`src/rtl/pcp_pkg.sv`:
```
// constants, register map and types of the position compare pulse unit
package pcp_pkg;

    // ---------------------------------------------------------------
    // sizes
    // ---------------------------------------------------------------
    localparam int DEPTH  = 64;   // compare data array words
    localparam int IDX_W  = 6;    // array index width
    localparam int ADDR_W = 6;    // register byte address width

    // ---------------------------------------------------------------
    // register byte offsets
    // ---------------------------------------------------------------
    localparam logic [5:0] OFF_CTRL   = 6'h00; // compare_control
    localparam logic [5:0] OFF_SRC    = 6'h04; // compare_source_select
    localparam logic [5:0] OFF_START  = 6'h08; // compare_array_start
    localparam logic [5:0] OFF_COUNT  = 6'h0c; // compare_point_count
    localparam logic [5:0] OFF_OFC    = 6'h10; // output_function_config
    localparam logic [5:0] OFF_WIDTH  = 6'h14; // pulse width in cycles
    localparam logic [5:0] OFF_CAPSRC = 6'h18; // capture source setting
    localparam logic [5:0] OFF_APTR   = 6'h1c; // array write pointer
    localparam logic [5:0] OFF_ADATA  = 6'h20; // array data port
    localparam logic [5:0] OFF_STAT   = 6'h24; // live status

    // ---------------------------------------------------------------
    // control field positions
    // ---------------------------------------------------------------
    localparam int CTRL_EN_BIT   = 0;  // compare enable
    localparam int CTRL_CONT_BIT = 1;  // continuous mode
    localparam int CTRL_NC_BIT   = 2;  // normally-closed output

    // ---------------------------------------------------------------
    // source codes
    // ---------------------------------------------------------------
    localparam logic [1:0] SRC_ENC   = 2'h0;
    localparam logic [1:0] SRC_AUX   = 2'h1;
    localparam logic [1:0] SRC_PULSE = 2'h2;
    localparam logic [1:0] SRC_CAP   = 2'h3;

    // ---------------------------------------------------------------
    // values after reset and forced values
    // ---------------------------------------------------------------
    localparam logic [2:0]  CTRL_RST   = 3'h0;
    localparam logic [1:0]  SRC_RST    = 2'h0;
    localparam logic [15:0] OFC_FORCED = 16'h0100;
    localparam logic [15:0] OFC_RST    = 16'h0000;
    localparam logic [15:0] WIDTH_RST  = 16'h00fa;
    localparam logic [15:0] COUNT_RST  = 16'h0000;

    // ---------------------------------------------------------------
    // timing
    // ---------------------------------------------------------------
    localparam int CLK_NS   = 4;      // core clock period
    localparam int RESP_NS  = 5000;   // longest match-to-pulse time
    localparam int RESP_CYC = RESP_NS / CLK_NS; // rounds down

    typedef enum logic [2:0] {
        ST_IDLE,
        ST_LOAD,
        ST_ARM,
        ST_WATCH,
        ST_PULSE
    } pcp_state_t;

endpackage

```
`src/rtl/pcp_cross_det.sv`:
```
// crossing detector: flags when a position passes a target value
`timescale 1ns/1ps
module pcp_cross_det (
    input  wire logic        clk_in,
    input  wire logic        rst_n_in,
    input  wire logic        arm_in,
    input  wire logic [31:0] pos_in,
    input  wire logic [31:0] target_in,
    output logic             hit_out
);
    logic [31:0] prev_r;
    logic [31:0] prev_nxt;
    logic        valid_r;
    logic        valid_nxt;
    logic signed [31:0] p;
    logic signed [31:0] q;
    logic signed [31:0] t;

    // ---------------------------------------------------------------
    // crossing test on signed positions
    // ---------------------------------------------------------------
    always_comb begin
        p = $signed(pos_in);
        q = $signed(prev_r);
        t = $signed(target_in);
        // arm drops history so an old sample cannot fake a crossing
        prev_nxt  = pos_in;
        valid_nxt = ~arm_in;
        hit_out   = valid_r && ((p == t) ||
                    (q < t && p >= t) || (q > t && p <= t));
    end

    // history register
    always_ff @(posedge clk_in or negedge rst_n_in) begin
        if (!rst_n_in) begin
            prev_r  <= 32'h0;
            valid_r <= 1'b0;
        end else begin
            prev_r  <= prev_nxt;
            valid_r <= valid_nxt;
        end
    end
endmodule

```
`src/rtl/pcp_pulse_gen.sv`:
```
// pulse generator: one pulse of set width and selectable polarity
`timescale 1ns/1ps
module pcp_pulse_gen (
    input  wire logic        clk_in,
    input  wire logic        rst_n_in,
    input  wire logic        start_in,
    input  wire logic [15:0] width_in,
    input  wire logic        nc_in,
    output logic             pulse_out,
    output logic             busy_out
);
    logic [15:0] cnt_r;
    logic [15:0] cnt_nxt;
    logic        act_r;
    logic        act_nxt;
    logic        out_nxt;

    // ---------------------------------------------------------------
    // width counter, zero width still gives one cycle
    // ---------------------------------------------------------------
    always_comb begin
        cnt_nxt = cnt_r;
        act_nxt = act_r;
        if (start_in && !act_r) begin
            act_nxt = 1'b1;
            cnt_nxt = (width_in == 16'h0) ? 16'h1 : width_in;
        end else if (act_r) begin
            cnt_nxt = cnt_r - 16'h1;
            act_nxt = (cnt_r != 16'h1);
        end
        // active level flips for normally-closed contact
        out_nxt = act_nxt ^ nc_in;
    end

    // registered output so the pin is glitch free
    always_ff @(posedge clk_in or negedge rst_n_in) begin
        if (!rst_n_in) begin
            cnt_r     <= 16'h0;
            act_r     <= 1'b0;
            pulse_out <= 1'b0;
        end else begin
            cnt_r     <= cnt_nxt;
            act_r     <= act_nxt;
            pulse_out <= out_nxt;
        end
    end

    assign busy_out = act_r;
endmodule

```
`src/rtl/pcp_compare_top.sv`:
```
// position compare unit: registers, data array, sequencer
//
// The implementer's own choices: the register offsets and the strobed register port.
`timescale 1ns/1ps

// Function
// - compare selected axis position with stored targets, pulse at once
// - source: motor encoder, linear scale, pulse train or capture axis
// - capture source setting locked while capture axis is compare source
// - source select readable; software should set it before enabling
// - output pulse appears within 5 us of the match
// - on enable output-function setting forced to 0x0100, other outputs off
// - forced output-function value never stored; power-up restores default
// - output polarity selectable normally-open or normally-closed
// - several stored points compared in sequence, one pulse per match
// - pulse width set by a register
// - output driven only by hardware compare path, no software drive
// - match when source position passes through current compare value
// - count decrements per point; at zero enable clears if not continuous
// - continuous mode restarts from first entry and keeps enable set
// - enable with zero count does nothing and clears enable
module pcp_compare_top (
    input  wire logic        core_clk_in,
    input  wire logic        rst_n_in,
    input  wire logic [5:0]  reg_addr_in,
    input  wire logic [31:0] reg_wdata_in,
    input  wire logic        reg_wr_in,
    input  wire logic        reg_rd_in,
    output logic [31:0]      reg_rdata_out,
    input  wire logic [31:0] enc_pos_in,
    input  wire logic [31:0] aux_pos_in,
    input  wire logic [31:0] pulse_pos_in,
    input  wire logic [31:0] cap_pos_in,
    output logic             compare_pulse_output_out,
    output logic             gen_do_en_out,
    output logic [1:0]       cap_src_out,
    output logic [15:0]      ofc_nv_out
);
    // ---------------------------------------------------------------
    // state
    // ---------------------------------------------------------------
    pcp_pkg::pcp_state_t state_r;
    pcp_pkg::pcp_state_t state_nxt;
    logic [2:0]  ctrl_r;
    logic [2:0]  ctrl_nxt;
    logic [1:0]  src_r;
    logic [1:0]  src_nxt;
    logic [1:0]  capsrc_r;
    logic [1:0]  capsrc_nxt;
    logic [5:0]  start_r;
    logic [5:0]  start_nxt;
    logic [15:0] count_r;
    logic [15:0] count_nxt;
    logic [15:0] count_init_r;
    logic [15:0] count_init_nxt;
    logic [15:0] ofc_r;
    logic [15:0] ofc_nxt;
    logic [15:0] ofc_nv_r;
    logic [15:0] ofc_nv_nxt;
    logic [15:0] width_r;
    logic [15:0] width_nxt;
    logic [5:0]  aptr_r;
    logic [5:0]  aptr_nxt;
    logic [5:0]  idx_r;
    logic [5:0]  idx_nxt;
    logic [31:0] target_r;
    logic [31:0] target_nxt;
    logic        fire_r;
    logic        fire_nxt;
    logic        arm_r;
    logic        arm_nxt;
    logic [31:0] rdata_r;
    logic [31:0] rdata_nxt;
    logic        gen_do_r;
    logic        gen_do_nxt;
    logic [31:0] mem [pcp_pkg::DEPTH];

    logic [31:0] live_pos;
    logic        hit;
    logic        pulse_busy;
    logic        running;
    logic        wr_ctrl;

    // ---------------------------------------------------------------
    // source mux and submodules
    // ---------------------------------------------------------------
    always_comb begin
        case (src_r)
            pcp_pkg::SRC_ENC:   live_pos = enc_pos_in;
            pcp_pkg::SRC_AUX:   live_pos = aux_pos_in;
            pcp_pkg::SRC_PULSE: live_pos = pulse_pos_in;
            default:            live_pos = cap_pos_in;
        endcase
    end

    pcp_cross_det u_det (
        .clk_in    (core_clk_in),
        .rst_n_in  (rst_n_in),
        .arm_in    (arm_r),
        .pos_in    (live_pos),
        .target_in (target_r),
        .hit_out   (hit)
    );

    // only the sequencer's fire strobe reaches the pin
    pcp_pulse_gen u_pulse (
        .clk_in    (core_clk_in),
        .rst_n_in  (rst_n_in),
        .start_in  (fire_r),
        .width_in  (width_r),
        .nc_in     (ctrl_r[pcp_pkg::CTRL_NC_BIT]),
        .pulse_out (compare_pulse_output_out),
        .busy_out  (pulse_busy)
    );

    assign running = (state_r != pcp_pkg::ST_IDLE);
    assign wr_ctrl = reg_wr_in && (reg_addr_in == pcp_pkg::OFF_CTRL);

    // ---------------------------------------------------------------
    // register writes and sequencer next state
    // ---------------------------------------------------------------
    always_comb begin
        state_nxt      = state_r;
        ctrl_nxt       = ctrl_r;
        src_nxt        = src_r;
        capsrc_nxt     = capsrc_r;
        start_nxt      = start_r;
        count_nxt      = count_r;
        count_init_nxt = count_init_r;
        ofc_nxt        = ofc_r;
        ofc_nv_nxt     = ofc_nv_r;
        width_nxt      = width_r;
        aptr_nxt       = aptr_r;
        idx_nxt        = idx_r;
        target_nxt     = target_r;
        fire_nxt       = 1'b0;
        arm_nxt        = 1'b0;

        // sequencer first, so a software write below wins the cycle, save the forced output setting at run start
        case (state_r)
            pcp_pkg::ST_IDLE: begin
                if (ctrl_r[pcp_pkg::CTRL_EN_BIT]) begin
                    if (count_r == 16'h0) begin
                        ctrl_nxt[pcp_pkg::CTRL_EN_BIT] = 1'b0;
                    end else begin
                        ofc_nxt        = pcp_pkg::OFC_FORCED;
                        count_init_nxt = count_r;
                        idx_nxt        = start_r;
                        state_nxt      = pcp_pkg::ST_LOAD;
                    end
                end
            end
            pcp_pkg::ST_LOAD: begin
                target_nxt = mem[idx_r];
                arm_nxt    = 1'b1;
                state_nxt  = pcp_pkg::ST_ARM;
            end
            pcp_pkg::ST_ARM: begin
                state_nxt = pcp_pkg::ST_WATCH;
            end
            pcp_pkg::ST_WATCH: begin
                if (hit) begin
                    fire_nxt  = 1'b1;
                    count_nxt = count_r - 16'h1;
                    state_nxt = pcp_pkg::ST_PULSE;
                end
            end
            pcp_pkg::ST_PULSE: begin
                // wait the full width before looking again
                if (!fire_r && !pulse_busy) begin
                    if (count_r != 16'h0) begin
                        idx_nxt   = idx_r + 6'h1;
                        state_nxt = pcp_pkg::ST_LOAD;
                    end else if (ctrl_r[pcp_pkg::CTRL_CONT_BIT]) begin
                        count_nxt = count_init_r;
                        idx_nxt   = start_r;
                        state_nxt = pcp_pkg::ST_LOAD;
                    end else begin
                        ctrl_nxt[pcp_pkg::CTRL_EN_BIT] = 1'b0;
                        state_nxt = pcp_pkg::ST_IDLE;
                    end
                end
            end
            default: state_nxt = pcp_pkg::ST_IDLE;
        endcase

        // software clearing enable aborts a run
        if (running && !ctrl_r[pcp_pkg::CTRL_EN_BIT]) begin
            state_nxt = pcp_pkg::ST_IDLE;
            fire_nxt  = 1'b0;
        end

        if (reg_wr_in) begin
            case (reg_addr_in)
                pcp_pkg::OFF_CTRL:  ctrl_nxt = reg_wdata_in[2:0];
                pcp_pkg::OFF_SRC: begin
                    // source fixed while running to keep crossings sane
                    if (!running) begin
                        src_nxt = reg_wdata_in[1:0];
                    end
                end
                pcp_pkg::OFF_CAPSRC: begin
                    if (src_r != pcp_pkg::SRC_CAP) begin
                        capsrc_nxt = reg_wdata_in[1:0];
                    end
                end
                pcp_pkg::OFF_START: start_nxt = reg_wdata_in[5:0];
                pcp_pkg::OFF_COUNT: count_nxt = reg_wdata_in[15:0];
                pcp_pkg::OFF_OFC: begin
                    // only the written value is kept for storage
                    ofc_nv_nxt = reg_wdata_in[15:0];
                    if (!running) begin
                        ofc_nxt = reg_wdata_in[15:0];
                    end
                end
                pcp_pkg::OFF_WIDTH: width_nxt = reg_wdata_in[15:0];
                pcp_pkg::OFF_APTR:  aptr_nxt  = reg_wdata_in[5:0];
                pcp_pkg::OFF_ADATA: aptr_nxt  = aptr_r + 6'h1;
                default: ;
            endcase
        end
        // a run that starts forces the live setting even over a write
        if (state_r == pcp_pkg::ST_IDLE && state_nxt == pcp_pkg::ST_LOAD) begin
            ofc_nxt = pcp_pkg::OFC_FORCED;
        end
        gen_do_nxt = (ofc_nxt != pcp_pkg::OFC_FORCED);
    end

    // ---------------------------------------------------------------
    // read data, valid the cycle after the strobe only
    // ---------------------------------------------------------------
    always_comb begin
        rdata_nxt = 32'h0;
        if (reg_rd_in) begin
            case (reg_addr_in)
                pcp_pkg::OFF_CTRL:   rdata_nxt = {29'h0, ctrl_r};
                pcp_pkg::OFF_SRC:    rdata_nxt = {30'h0, src_r};
                pcp_pkg::OFF_START:  rdata_nxt = {26'h0, start_r};
                pcp_pkg::OFF_COUNT:  rdata_nxt = {16'h0, count_r};
                pcp_pkg::OFF_OFC:    rdata_nxt = {16'h0, ofc_r};
                pcp_pkg::OFF_WIDTH:  rdata_nxt = {16'h0, width_r};
                pcp_pkg::OFF_CAPSRC: rdata_nxt = {30'h0, capsrc_r};
                pcp_pkg::OFF_APTR:   rdata_nxt = {26'h0, aptr_r};
                pcp_pkg::OFF_ADATA:  rdata_nxt = mem[aptr_r];
                pcp_pkg::OFF_STAT:   rdata_nxt = {16'h0, idx_r,
                                        7'h0, pulse_busy, running,
                                        compare_pulse_output_out};
                default:             rdata_nxt = 32'h0;
            endcase
        end
    end

    // ---------------------------------------------------------------
    // data array, written through the pointer port
    // ---------------------------------------------------------------
    always_ff @(posedge core_clk_in) begin
        if (reg_wr_in && reg_addr_in == pcp_pkg::OFF_ADATA) begin
            mem[aptr_r] <= reg_wdata_in;
        end
    end

    // ---------------------------------------------------------------
    // register bank
    // ---------------------------------------------------------------
    always_ff @(posedge core_clk_in or negedge rst_n_in) begin
        if (!rst_n_in) begin
            state_r      <= pcp_pkg::ST_IDLE;
            ctrl_r       <= pcp_pkg::CTRL_RST;
            src_r        <= pcp_pkg::SRC_RST;
            capsrc_r     <= pcp_pkg::SRC_RST;
            start_r      <= 6'h0;
            count_r      <= pcp_pkg::COUNT_RST;
            count_init_r <= pcp_pkg::COUNT_RST;
            ofc_r        <= pcp_pkg::OFC_RST;
            ofc_nv_r     <= pcp_pkg::OFC_RST;
            width_r      <= pcp_pkg::WIDTH_RST;
            aptr_r       <= 6'h0;
            idx_r        <= 6'h0;
            target_r     <= 32'h0;
            fire_r       <= 1'b0;
            arm_r        <= 1'b0;
            rdata_r      <= 32'h0;
            gen_do_r     <= 1'b1;
        end else begin
            state_r      <= state_nxt;
            ctrl_r       <= ctrl_nxt;
            src_r        <= src_nxt;
            capsrc_r     <= capsrc_nxt;
            start_r      <= start_nxt;
            count_r      <= count_nxt;
            count_init_r <= count_init_nxt;
            ofc_r        <= ofc_nxt;
            ofc_nv_r     <= ofc_nv_nxt;
            width_r      <= width_nxt;
            aptr_r       <= aptr_nxt;
            idx_r        <= idx_nxt;
            target_r     <= target_nxt;
            fire_r       <= fire_nxt;
            arm_r        <= arm_nxt;
            rdata_r      <= rdata_nxt;
            gen_do_r     <= gen_do_nxt;
        end
    end

    assign reg_rdata_out = rdata_r;
    assign gen_do_en_out = gen_do_r;
    assign cap_src_out   = capsrc_r;
    assign ofc_nv_out    = ofc_nv_r;
endmodule

```
`config.mk`:
```
export PLATFORM = sky130hd
export DESIGN_NAME = pcp_compare_top
export DESIGN_NICKNAME = d
export VERILOG_FILES = /design/src/rtl/pcp_pkg.sv /design/src/rtl/pcp_cross_det.sv /design/src/rtl/pcp_pulse_gen.sv /design/src/rtl/pcp_compare_top.sv
export SDC_FILE = /design/constraint.sdc
export NUM_CORES = 2
export LEC_CHECK = 0
export BUFFER_PORTS_ARGS = -buffer_cell sky130_fd_sc_hd__clkbuf_2
export CAP_MARGIN = 0
export CORE_UTILIZATION = 57
export DETAILED_ROUTE_END_ITERATION = 8
export GPL_ROUTABILITY_DRIVEN = 0
export PLACE_DENSITY_LB_ADDON = 0.08
export SETUP_SLACK_MARGIN = 0.15
export SLEW_MARGIN = 20
export SYNTH_ARGS = -nofsm -noshare
export SYNTH_HDL_FRONTEND = slang
export SYNTH_SLANG_ARGS = --single-unit
```
`constraint.sdc`:
```
create_clock -name core_clk_in -period 4.4 [get_ports core_clk_in]
set_input_delay 0.44 -clock core_clk_in [delete_from_list [all_inputs] [get_ports core_clk_in]]
set_output_delay 0.44 -clock core_clk_in [all_outputs]
set_load 0.01 [all_outputs]
```
==> results.yml <==
timing:
  tightest_slew_ps: 1130
  finalHoldWorstSlack_ps: 74.6
  skew_ps: 32.5
  maxSlewViolCount: 0
  max_slew_margin_pct: 24.4
  setup_viol: 0
  min_period_ps: 3980
  finalHoldViolCount: 0
  finalSetupTns_ps: 0
  post-route-period-util_pct: 90.4
  grt_setup_unrepaired: "no"
  fmax_ghz: 0.251
grt:
  grt_max_degree: 88
  grt_pass1_wl_mm: 514
  antenna_found_initial: 20
  grtUsageTotal_pct: 41.3
  grt_remaining_overflow: 0
  grt_pass1_vias: 67100
cts:
  clockBufferDepth: 3
  clock-sinks: 2274
  clock_latency_ps: 890
  tritoncts: "yes"
  root_buffer: "clkbuf_16"
  post_cts_buffers: 0
  numCtsBuffers: 228
  clk_pin_slew_ps: 60
  h-tree-depth: 4
cells_and_area:
  n_fill_cell: 11855
  mostFrequentLayoutCell: "edfxtp_1"
  layout.nets: 6444
  final_cell_mix: "edfxtp_1, mux4_2, a22oi_1"
  drive_above_1_share_pct: 28.4
  fin_area_sq_mm: 0.117
  postLayoutCoreUtil_pct: 66.2
  syn2layout_area_growth_pct: 15.4
drt:
  drc_errors: 0
  wirelength_mm: 370
  viasPerCell: 7.81
  dr.pass1.iters: 7
  drtAntennaViolNets: 0
  detail_route.wl_per_cell_um: 42.2
  via_count: 68357
  drt_iter0_markers: 11453
placed_design:
  dp_hpwl_mm: 221
  dpl_cell_area_sq_mm: 0.108
  port_buffers: 221
setup_path:
  required_ps: 5170
  criticalPathCategory: "reg -> reg"
  cp.arrival_ps: 4750
  crit_path_max_fanout: 24
  endpoint_kind: "register"
  r2r_slack_ps: 420
  setup.worst_path.start_class: "register"
floorplan:
  ioPinCount: 222
  dieHeight_um: 423
  rows: 154
  coreArea_sq_mm: 0.176
  dieArea_sq_mm: 0.179
  die-width_um: 423
  start_util_pct: 57.4
pwr:
  internal_power_mw: 44.2
  p_sw_mw: 20.0
  p_clk_share_pct: 31.2
  swShare_pct: 31.2
  power_frac_seq_pct: 38.8
  worst_ir_drop_vdd_mv: 0.421
  power_leakage_nw: 37.4
  combPwrFrac_pct: 29.9
  power_density_mw_per_mm2: 551
yosys:
  synth_warnings: 0
  async_flop_share_pct: 9.94
  synth_nets: 6007
  synth_cell_type_count: 67
  seq_area_frac_synth_pct: 66.5
  synth-edff-count: 2048
  synth_seq_cells: 2274
  syn_inst: 5768
  syn_area_per_cell_sq_um: 17.5
  netlist_area_sq_mm: 0.101
  ys.flop_type: "edfxtp_1"
min_path:
  hold_class: "in -> reg"
job:
  drv_cap: 0
run_status:
  status: "finished clean"
## critical path, cell delays in order, from the launching register on
cell and delay [ps]:
dfrtp_2 410, buf_12 200, buf_4 270, mux4_2 540, ha_1 310, nand4_1 200, nor4_4 380, o32ai_1 160
mux2i_1 220, nand3_1 100, o211ai_1 180, buf_12 210, and2_1 230, a221oi_1 100, o31ai_1 270
## registers in the layout, summed over array words and instances (netlist names), 2 cells and up
name and flops:
mem 2048, reg_rdata_out 32, target_r 32, u_det.prev_r 32
count_init_r 16, count_r 16, ofc_nv_out 16, ofc_r 16
u_pulse.cnt_r 16, width_r 16, aptr_r 6, idx_r 6
start_r 6, ctrl_r 3, state_r 3, cap_src_out 2
src_r 2
## Yosys cell counts, types with 79 or more instances
library cell	count	area share, %
a21oi_1	114	0.56
a221oi_1	257	2.2
a22o_1	247	2.1
a22oi_1	534	4.0
a31oi_1	264	1.6
buf_1	150	0.56
clkbuf_1	293	1.1
dfrtp_1	219	5.4
edfxtp_1	2048	61
mux4_2	701	16
nand2_1	185	0.69
nor2_1	131	0.49
o21ai_0	79	0.39
## routing by layer
layer,vias up,GRT usage (%),wire length [um]
li1,25952,-,-
met1,35137,54.7,124000
met2,5963,60.3,162000
met3,1295,12.5,55400
met4,10,25.5,27600
met5,-,0,64
## path summary, 6_finish.rpt
check                           cells after the start       from                to
worst max-delay path                               14   src_r[0]        count_r[7]
worst min-delay path                                4  reg_rd_in  reg_rdata_out[1]
worst max register to register                     14   src_r[0]        count_r[7]
worst min register to register                      1      arm_r     u_det.valid_r
max in group asynchronous                           3   rst_n_in        width_r[4]
min in group asynchronous                           2   rst_n_in  u_det.prev_r[12]
## logic make-up after synthesis
family / Yosys count / share of synthesized area (%)
flops: 2274 / 66.5
buf+inv: 527 / 2.00
mux: 774 / 16.4
simple gates: 533 / 2.53
fa+ha+maj: 69 / 0.855
xor+xnor: 11 / 0.0954
compound gates: 1580 / 11.6
## cell type report
| class | instances | area (sq um) | share of cell area [%] |
|---|---|---|---|
| diodes | 14 | 35.0 | 0.0301 |
| clock buffers | 305 | 6260 | 5.37 |
| clock inverters | 123 | 1440 | 1.23 |
| inverters | 50 | 188 | 0.161 |
| multi-input cells | 2967 | 32500 | 27.8 |
| flip-flops and latches | 2274 | 67200 | 57.6 |
| well taps | 2340 | 2930 | 2.51 |
| repair buffers | 684 | 6080 | 5.21 |
## power by group through the flow
stage	Clock (mW)	Combinational, mW	Sequential [mW]
finish	20.0	19.2	24.9
CTS	20.1	18.8	24.9
global placement	0	18.5	25.3
detailed placement	0	18.6	25.3
floorplan	0	12.2	24.6
global route	20.9	19.8	24.9
## stage by stage
stage	worst slack, ps	total power [mW]	instances
finish	421	64.2	8757
global route	210	65.7	8750
CTS	304	63.8	8742
detailed placement	144	44.0	8247
global placement	164	43.8	8247
floorplan	265	36.8	5768
## repair_timing
item	4_1_cts	5_1_grt
hold endpoints to repair	130	0
setup endpoints to repair	1	4
gates resized for setup	1	4
pin swaps	0	0
hold buffers	67	0
Power figures use the tool's default switching activity.
